`src/core/sbsr_pkg.sv`:
```
package sbsr_pkg;
    // status byte bit positions
    localparam int SB_OPERATION_SUMMARY = 7;
    localparam int SB_RQS = 6;
    localparam int SB_ESB = 5;
    localparam int SB_MAV = 4;
    localparam int SB_QUESTIONABLE_SUMMARY = 3;
    localparam int SB_ERR = 2;
    localparam int SB_RSV = 1;
    localparam int SB_RDY = 0;
    localparam logic [7:0] SB_RSV_MASK = 8'h02;
    localparam logic [7:0] SRE_RESET = 8'h00;
    localparam logic [7:0] EVT_RESET = 8'h00;
    localparam logic [7:0] ESR_PON = 8'h80;
    localparam logic [7:0] ESR_RQC_MASK = 8'h02;
    // subsystem registers are 16 bits, bit 15 always zero
    localparam int SUB_W = 16;
    localparam logic [15:0] SUB_MASK = 16'h7fff;
    // error queue
    localparam int EQ_DEPTH = 20;
    localparam int EQ_AW = 5;
    localparam int EQ_CW = 16;
    localparam logic [EQ_AW-1:0] EQ_LAST = 5'h13;
    localparam logic [EQ_CW-1:0] EQ_NO_ERROR = 16'h0000;

    typedef struct packed {
        logic valid;
        logic [EQ_CW-1:0] code;
    } sbsr_err_t;

    typedef struct packed {
        logic [7:0] stb;
        logic [7:0] poll;
        logic srq;
    } sbsr_status_t;
endpackage

```
`src/core/sbsr_err_queue.sv`:
```
`timescale 1ns/1ps
`default_nettype none
module sbsr_err_queue (
    // clock and reset
    input wire logic clk_sys,
    input wire logic sys_rst,
    // push side
    input wire sbsr_pkg::sbsr_err_t push,
    // pop side
    input wire logic pop,
    output sbsr_pkg::sbsr_err_t head,
    output logic [sbsr_pkg::EQ_AW-1:0] count,
    output logic overflow
);
    logic [sbsr_pkg::EQ_CW-1:0] mem [sbsr_pkg::EQ_DEPTH];
    logic [sbsr_pkg::EQ_AW-1:0] rd, wr, next_rd, next_wr, next_count;
    logic next_overflow;
    logic do_push, do_pop;

    function automatic logic [sbsr_pkg::EQ_AW-1:0] bump(input logic [sbsr_pkg::EQ_AW-1:0] p);
        bump = (p == sbsr_pkg::EQ_LAST) ? '0 : p + 5'h01;
    endfunction

    always_comb begin
        do_pop = pop && (count != '0);
        // a full queue stops accumulating; a same-cycle pop makes room
        do_push = push.valid && ((count != 5'(sbsr_pkg::EQ_DEPTH)) || do_pop);
        next_rd = do_pop ? bump(rd) : rd;
        next_wr = do_push ? bump(wr) : wr;
        next_count = count + 5'(do_push) - 5'(do_pop);
        next_overflow = push.valid && !do_push;
    end

    always_ff @(posedge clk_sys or posedge sys_rst) begin
        if (sys_rst) begin
            rd <= '0;
            wr <= '0;
            count <= '0;
            overflow <= 1'b0;
        end else begin
            rd <= next_rd;
            wr <= next_wr;
            count <= next_count;
            overflow <= next_overflow;
        end
    end

    // storage has no reset; only valid slots are ever read
    always_ff @(posedge clk_sys) begin
        if (do_push) begin
            mem[wr] <= push.code;
        end
    end

    // empty queue answers code zero
    assign head.valid = (count != '0);
    assign head.code = (count != '0) ? mem[rd] : sbsr_pkg::EQ_NO_ERROR;
endmodule
`default_nettype wire

```
`src/core/sbsr_status_byte.sv`:
```
`timescale 1ns/1ps
`default_nettype none
// Summary of operation
// - two 16-bit summary event registers on top
// - bit 15 of subsystem registers reads zero
// - request line only on bus port
// - each remote error appended to queue unless full
// - serial port replies error marker on error
// - error read returns oldest, removes it
// - queue holds up to twenty entries
// - empty queue read returns code zero
// - status byte layout, eight bits
// - poll shows RQS, query shows MSS
// - enable mask per bit, bit 6 ignored
// - mask 14 hex requests on MAV or error
// - bit 7 follows operation summary
// - RQS set on request, cleared by poll
// - MSS read-only, clears with its causes
// - ESB from enabled standard event bits
// - MAV while reply waits in output queue
// - bit 3 follows questionable summary
// - bit 2 while error queue not empty
// - bit 0 from enabled transducer ready bits
// - standard event register eight-bit layout
// - transducer ready register eight-bit layout
module sbsr_status_byte (
    // clock and reset
    input wire logic clk_sys,
    input wire logic sys_rst,
    // subsystem top-layer event registers
    input wire logic [sbsr_pkg::SUB_W-1:0] operation_event,
    input wire logic [sbsr_pkg::SUB_W-1:0] questionable_event,
    input wire logic [sbsr_pkg::SUB_W-1:0] operation_enable,
    input wire logic [sbsr_pkg::SUB_W-1:0] questionable_enable,
    // standard event sources, one-cycle pulses
    input wire logic [7:0] std_event_set,
    input wire logic std_event_read,
    input wire logic [7:0] std_event_enable,
    // transducer ready sources, one-cycle pulses
    input wire logic [7:0] ready_event_set,
    input wire logic ready_event_read,
    input wire logic [7:0] ready_event_enable,
    // output queue and port selection
    input wire logic reply_waiting,
    input wire logic serial_port_active,
    // error queue access
    input wire logic error_push,
    input wire logic [sbsr_pkg::EQ_CW-1:0] error_code,
    input wire logic error_read,
    // service request enable mask
    input wire logic sre_write,
    input wire logic [7:0] sre_data,
    // serial poll strobe from the bus interface
    input wire logic serial_poll,
    // results
    output logic [sbsr_pkg::SUB_W-1:0] operation_status,
    output logic [sbsr_pkg::SUB_W-1:0] questionable_status,
    output logic operation_summary,
    output logic questionable_summary,
    output logic [7:0] std_event_status,
    output logic [7:0] ready_event_status,
    output logic [7:0] summary_status_byte,
    output logic [7:0] poll_status_byte,
    output logic [7:0] sre_mask,
    output logic service_request,
    output logic serial_error_reply,
    output logic error_valid,
    output logic [sbsr_pkg::EQ_CW-1:0] error_reply_code,
    output logic [sbsr_pkg::EQ_AW-1:0] error_count,
    output logic error_overflow
);
    sbsr_pkg::sbsr_err_t eq_push, eq_head;
    logic [sbsr_pkg::EQ_AW-1:0] eq_count;
    logic eq_ovf;

    // a served request keeps RQS clear until its causes clear or the serial port takes over
    typedef enum {
        REQ_IDLE,
        REQ_RAISED,
        REQ_SERVED
    } sbsr_req_state_t;

    logic [7:0] esr, next_esr, rdy, next_rdy, sre, next_sre;
    sbsr_req_state_t req_state, next_req_state;
    logic rqs, req_line;
    logic [7:0] sb_core;
    logic mss;
    sbsr_pkg::sbsr_status_t st, next_st;
    logic [sbsr_pkg::SUB_W-1:0] next_operation_summary, next_questionable_summary;
    logic next_osum, next_qsum, next_serr, next_evalid;
    logic [sbsr_pkg::EQ_CW-1:0] next_ecode;
    logic [sbsr_pkg::EQ_AW-1:0] next_ecount;
    logic next_eovf;
    logic reply_q1, reply_q2;

    // bit 15 kept clear: some hosts read it as a sign
    function automatic logic [sbsr_pkg::SUB_W-1:0] strip_sign(
            input logic [sbsr_pkg::SUB_W-1:0] v);
        strip_sign = v & sbsr_pkg::SUB_MASK;
    endfunction

    function automatic logic any_enabled(input logic [sbsr_pkg::SUB_W-1:0] evt,
            input logic [sbsr_pkg::SUB_W-1:0] ena);
        any_enabled = |(evt & ena);
    endfunction

    // set beats a read that clears, so no event is lost
    function automatic logic [7:0] sticky(input logic [7:0] cur, input logic clr,
            input logic [7:0] evt_set);
        sticky = (clr ? 8'h00 : cur) | evt_set;
    endfunction

    function automatic logic [7:0] at_rqs(input logic flag);
        at_rqs = {7'h00, flag} << sbsr_pkg::SB_RQS;
    endfunction

    assign eq_push.valid = error_push;
    assign eq_push.code = error_code;

    sbsr_err_queue u_eq (
        .clk_sys(clk_sys),
        .sys_rst(sys_rst),
        .push(eq_push),
        .pop(error_read),
        .head(eq_head),
        .count(eq_count),
        .overflow(eq_ovf)
    );

    // reply presence can come from another clock; pass two flops
    always_ff @(posedge clk_sys or posedge sys_rst) begin
        if (sys_rst) begin
            reply_q1 <= 1'b0;
            reply_q2 <= 1'b0;
        end else begin
            reply_q1 <= reply_waiting;
            reply_q2 <= reply_q1;
        end
    end

    // subsystem top layer
    always_comb begin
        next_operation_summary = strip_sign(operation_event);
        next_questionable_summary = strip_sign(questionable_event);
        next_osum = any_enabled(next_operation_summary, operation_enable);
        next_qsum = any_enabled(next_questionable_summary, questionable_enable);
    end

    always_ff @(posedge clk_sys or posedge sys_rst) begin
        if (sys_rst) begin
            operation_status <= '0;
            questionable_status <= '0;
            operation_summary <= 1'b0;
            questionable_summary <= 1'b0;
        end else begin
            operation_status <= next_operation_summary;
            questionable_status <= next_questionable_summary;
            operation_summary <= next_osum;
            questionable_summary <= next_qsum;
        end
    end

    // sticky event registers and enable mask
    always_comb begin
        next_esr = sticky(esr, std_event_read, std_event_set) & ~sbsr_pkg::ESR_RQC_MASK;
        next_rdy = sticky(rdy, ready_event_read, ready_event_set);
        next_sre = sre_write ? sre_data : sre;
        next_sre[sbsr_pkg::SB_RQS] = 1'b0;
    end

    always_ff @(posedge clk_sys or posedge sys_rst) begin
        if (sys_rst) begin
            esr <= sbsr_pkg::ESR_PON;
            rdy <= sbsr_pkg::EVT_RESET;
            sre <= sbsr_pkg::SRE_RESET;
        end else begin
            esr <= next_esr;
            rdy <= next_rdy;
            sre <= next_sre;
        end
    end

    // status byte core and master summary
    always_comb begin
        sb_core = 8'h00;
        sb_core[sbsr_pkg::SB_OPERATION_SUMMARY] = operation_summary;
        sb_core[sbsr_pkg::SB_ESB] = any_enabled(16'(esr), 16'(std_event_enable));
        sb_core[sbsr_pkg::SB_MAV] = reply_q2;
        sb_core[sbsr_pkg::SB_QUESTIONABLE_SUMMARY] = questionable_summary;
        sb_core[sbsr_pkg::SB_ERR] = (eq_count != '0);
        sb_core[sbsr_pkg::SB_RDY] = any_enabled(16'(rdy), 16'(ready_event_enable));
        sb_core = sb_core & ~sbsr_pkg::SB_RSV_MASK;
        // mask bit 6 is held zero, so 8'h14 fires on MAV or error
        mss = any_enabled(16'(sb_core), 16'(sre));
        // request line only on the bus port
        req_line = mss && !serial_port_active;
    end

    // requested-service tracking
    always_comb begin
        next_req_state = req_state;
        case (req_state)
            REQ_IDLE: begin
                // a poll in the same cycle wins; the request rises a cycle later
                if (req_line && !serial_poll) begin
                    next_req_state = REQ_RAISED;
                end
            end
            REQ_RAISED: begin
                // no requested-service bit while the serial port is in use
                if (serial_poll || serial_port_active) begin
                    next_req_state = REQ_SERVED;
                end
            end
            REQ_SERVED: begin
                if (!req_line) begin
                    next_req_state = REQ_IDLE;
                end
            end
            default: begin
                next_req_state = REQ_IDLE;
            end
        endcase
        rqs = (next_req_state == REQ_RAISED);
        next_st.stb = sb_core | at_rqs(mss);
        next_st.poll = sb_core | at_rqs(rqs);
        next_st.srq = req_line;
    end

    always_ff @(posedge clk_sys or posedge sys_rst) begin
        if (sys_rst) begin
            req_state <= REQ_IDLE;
            st <= '0;
        end else begin
            req_state <= next_req_state;
            st <= next_st;
        end
    end

    // error queue replies
    always_comb begin
        // serial host reads each reply before sending more, so one marker suffices
        next_serr = serial_port_active && error_push;
        next_evalid = eq_head.valid;
        next_ecode = eq_head.code;
        next_ecount = eq_count;
        next_eovf = eq_ovf;
    end

    always_ff @(posedge clk_sys or posedge sys_rst) begin
        if (sys_rst) begin
            serial_error_reply <= 1'b0;
            error_valid <= 1'b0;
            error_reply_code <= sbsr_pkg::EQ_NO_ERROR;
            error_count <= '0;
            error_overflow <= 1'b0;
        end else begin
            serial_error_reply <= next_serr;
            error_valid <= next_evalid;
            error_reply_code <= next_ecode;
            error_count <= next_ecount;
            error_overflow <= next_eovf;
        end
    end

    assign std_event_status = esr;
    assign ready_event_status = rdy;
    assign sre_mask = sre;
    assign summary_status_byte = st.stb;
    assign poll_status_byte = st.poll;
    assign service_request = st.srq;
endmodule
`default_nettype wire

```
`config.mk`:
```
export PLATFORM = sky130hd
export DESIGN_NAME = sbsr_status_byte
export DESIGN_NICKNAME = d
export VERILOG_FILES = /design/src/core/sbsr_pkg.sv /design/src/core/sbsr_err_queue.sv /design/src/core/sbsr_status_byte.sv
export SDC_FILE = /design/constraint.sdc
export NUM_CORES = 1
export LEC_CHECK = 0
export ABC_AREA = 1
export BUFFER_PORTS_ARGS = -buffer_cell sky130_fd_sc_hd__buf_4
export CAP_MARGIN = 40
export CORE_MARGIN = 5
export CORE_UTILIZATION = 50
export DETAILED_ROUTE_END_ITERATION = 12
export HOLD_SLACK_MARGIN = 0.15
export PLACE_DENSITY = 0.72
export SLEW_MARGIN = 20
export SYNTH_ARGS = -nofsm -noshare
export SYNTH_HDL_FRONTEND = slang
export SYNTH_SLANG_ARGS = --single-unit
export TNS_END_PERCENT = 100
```
`constraint.sdc`:
```
create_clock -name clk_sys -period 4.37 [get_ports clk_sys]
set_input_delay 0.874 -clock clk_sys [delete_from_list [all_inputs] [get_ports clk_sys]]
set_output_delay 0.874 -clock clk_sys [all_outputs]
set_load 0.02 [all_outputs]
```
==> key figures <==
Power
  – Peak supply drop: about 430 uV
  – Static Leak: 9.316 nW
  – Tot Pwr: roughly 13 mW
  – Pwr per Cell Area: about 600 mW/mm^2

Synth
  – Top cells by area, synth: edfxtp_1, dfrtp_1, nand2_1, nand3_1, nor2_1
  – Synth Register Bits: 456
  – Yosys warnings: 0
  – Post-synth top area cell: edfxtp_1
  – Most used DFF post-synth: edfxtp_1
  – Count of cell types in the netlist: 36
  – XOR/XNOR Fraction of Synth Area: less than 1%
  – Synth Area in Compound Gates: 4.232%
  – Top-area cell type share of the netlist area: a little over half
  – Post-synth top cells: nand2_1, edfxtp_1, nor2_1, inv_1, dfrtp_1
  – Adder-cell share of the synthesized area: 0.8684%
  – Cell Area, Synth: between 0.015 and 0.02 mm^2
  – Mux cell area share after synthesis: less than 1%
  – Largest family of logic cells by synthesized area: simple AND/OR/NAND/NOR gates
  – Synthesized area per cell: approximately 11 um^2
  – Simple-Gate Fraction of Synth Area: around 16%
  – EDFF count, synth: between 300 and 400
  – Register area share after synthesis: between 70 and 80%
  – Top-count cell post-synth: nand2_1
  – Fraction of registers with async set/reset: 29.82%
  – Cell count after synthesis: around 1,600

Run status
  – Status: finished, final reports clean

Timing
  – Slew headroom: a little over two fifths
  – Worst Max-Slew Pin Slew: between 0.8 and 0.9 ns
  – Min Tclk post-route: just under 3 ns
  – Skew final: between 0.02 and 0.025 ns
  – Final Hold Vio Count: 0
  – Final Setup Violations: 0
  – Max Clock Freq: ~340 MHz
  – Max Slew Vio Count: 0
  – Setup TNS: 0 ns
  – Final period utilization: 67.28%
  – RSZ-0062 raised after global routing: false

Critical path
  – R2R depth: 15
  – Worst path slowest cell: fa_1
  – Crit path from: u_eq.count[3]
  – Crit path kind: reg -> reg
  – Crit path launch type: flop
  – Worst r2r dst: u_eq.count[4]
  – CP required: ~4.8 ns
  – Crit path DAT: between 3 and 4 ns
  – Flop2flop setup slack: ~1.4 ns
  – CP endpoint: u_eq.count[4]
  – CP Capture Type: flop
  – Crit path cell chain: inv_1 > ha_1 > inv_1 > nor2_1 > nand2_2 > nand2_2 > inv_1 > ha_1 > inv_1 > ha_1 > inv_1 > fa_1 > o21ai_0 > a21oi_1 > xor2_1
  – Maximum fanout along the worst path: 19
  – Cell mode on critical path: inv_1
  – Slowest cell delay on critical path: roughly 0.42 ns
  – Reg2reg start: u_eq.count[3]

Min path
  – Hold crit path type: reg -> reg

Die
  – Initial Util: about half
  – Core area: 0.03574 mm^2
  – Die X: 200.5 um
  – Chip height: 200.5 um
  – DIE AREA: approximately 0.040 mm^2
  – Site row count: roughly 70
  – # IOs: ~230

Clocking
  – Clock Pin Slew Worst Setup and Hold Paths: about 0.060 ns
  – Setup Buffers After CTS: 0
  – Post-cts sizing count: 0
  – CTS tree: built
  – Clock Latency Late Sink: between 0.5 and 0.6 ns
  – H-tree depth: 2
  – CTS Sinks: between 400 and 500
  – Hold-fix buffers, CTS: 0
  – Root Buffer: clkbuf_16
  – Max clock buf depth: 3
  – TritonCTS Buffers: 46

Route
  – Via count: roughly 12,000
  – First drt pass iteration count: 5
  – Drc violations: 0
  – DR WL/cell: about 19 um
  – Drt total wl: between 40,000 and 50,000 um
  – Routed vias/inst: slightly above 5
  – DRT antenna net count: 0
  – DR iter-0 viols: ~1,200

Job
  – Max Cap Viol: 0

Global routing
  – First-pass GRT wire length: 68,040 um
  – Vias in the first global route: ~12,000
  – GR Overflow Total: 0
  – Global-route usage over all layers: a little over a fifth
  – Maximum number of pins on one net before global-route repair: 137
  – Antenna violations before repair: 0

Cells and area
  – Multi-input gate area: 0.004288 mm^2
  – ANT cells: 0
  – Nets: slightly below 2,000
  – Area Overhead vs Synth: 20.53%
  – Fraction of layout instances using a drive strength above 1: between 10% and 20%
  – Seq. cell area: between 0.01 and 0.015 mm^2
  – Final-layout fill cell count: 2,778

Place
  – Routability cong.: 0.8989
  – Hpwl dp: 28,230 um
  – I/O Buffers: 215
==> how the worst min path moves through the flow <==
stage,from,endpoint,cells past startpoint
3_5_place_dp,reply_q1,reply_q2,0
5_1_grt,u_eq.overflow,error_overflow,0
3_3_place_gp,u_eq.overflow,error_overflow,0
4_1_cts,u_eq.overflow,error_overflow,0
6_report,u_eq.overflow,error_overflow,0
2_1_floorplan,u_eq.overflow,error_overflow,0
==> cell families (layout without fill, tap and decap cells) <==
kind of cell / count (synthesis) / count (layout)
simple gates: 739 / 739
compound gates: 135 / 135
xor+xnor: 7 / 7
mux: 7 / 7
buf+inv: 231 / 484
fa+ha+maj: 12 / 12
flops: 456 / 456
other cells: 1 / 36
==> final cells by class <==
class	instances	share of cell area, %
sequential	456	59.50
multi-input combinational	936	19.60
timing repair buffer	246	8.772
clock buffer	72	6.285
inverter	153	2.665
tap	461	2.636
clock inverter	13	0.5433
==> layout by cell type, fill, tap and decap left out, types with 19 or more instances in the layout <==
cell type and count:
nand2_1 416, edfxtp_1 320, buf_4 241, nor2_1 163, inv_1 146, dfrtp_1 133
nand3_1 128, o21ai_0 71, clkbuf_16 48, conb_1 36, nor3_2 19
==> metrics by stage <==
stage	area [um^2]	worst slack, ns	utilization (%)	cells	hold WS (ns)
4_1_cts	21850	1.419	61.14	2336	0.3642
5_1_grt	21880	1.207	61.22	2337	0.3670
2_1_floorplan	18290	1.539	-	1623	0.3312
3_5_place_dp	20360	1.434	56.96	2251	0.3427
6_report	21880	1.430	61.22	2337	0.3661
3_3_place_gp	20320	1.458	56.84	2249	0.3330
==> critical path, delay by kind of cell, from the launching register on <==
family / cells / cell delay, ns
buffers and inverters: 5 / 0.33
xor gates and xnor gates: 1 / 0.14
and+or+nand+nor: 3 / 0.65
AOI/OAI and AO/OA: 2 / 0.29
adders and majority gates: 4 / 0.99
DFF: 1 / 0.41
==> sequential cells by signal, summed over array words and instances, names as in the netlist <==
name / cells
u_eq.overflow: 1
reply_q2: 1
error_overflow: 1
u_eq.rd: 5
poll_status_byte: 6
u_eq.count: 5
operation_status: 15
service_request: 1
u_eq.wr: 5
summary_status_byte: 2
operation_summary: 1
ready_event_status: 8
questionable_status: 15
serial_error_reply: 1
req_state: 32
std_event_status: 7
error_reply_code: 16
u_eq.mem: 320
reply_q1: 1
questionable_summary: 1
sre_mask: 7
error_count: 5
==> report_power, final <==
| part | switching [mW] | internal, mW |
|---|---|---|
| combinational | 2.72 | 1.23 |
| clock | 1.56 | 2.28 |
| sequential | 0.272 | 5.10 |
==> routing by layer <==
layer / global-route usage (%) / vias up / share of wire, %
met5: 0 / - / 0
met4: 9.145 / 0 / 4.1
met3: 4.410 / 92 / 7.1
met2: 37.44 / 455 / 50
met1: 26.54 / 5863 / 39
li1: - / 5726 / -
Power figures use the tool's default switching activity.
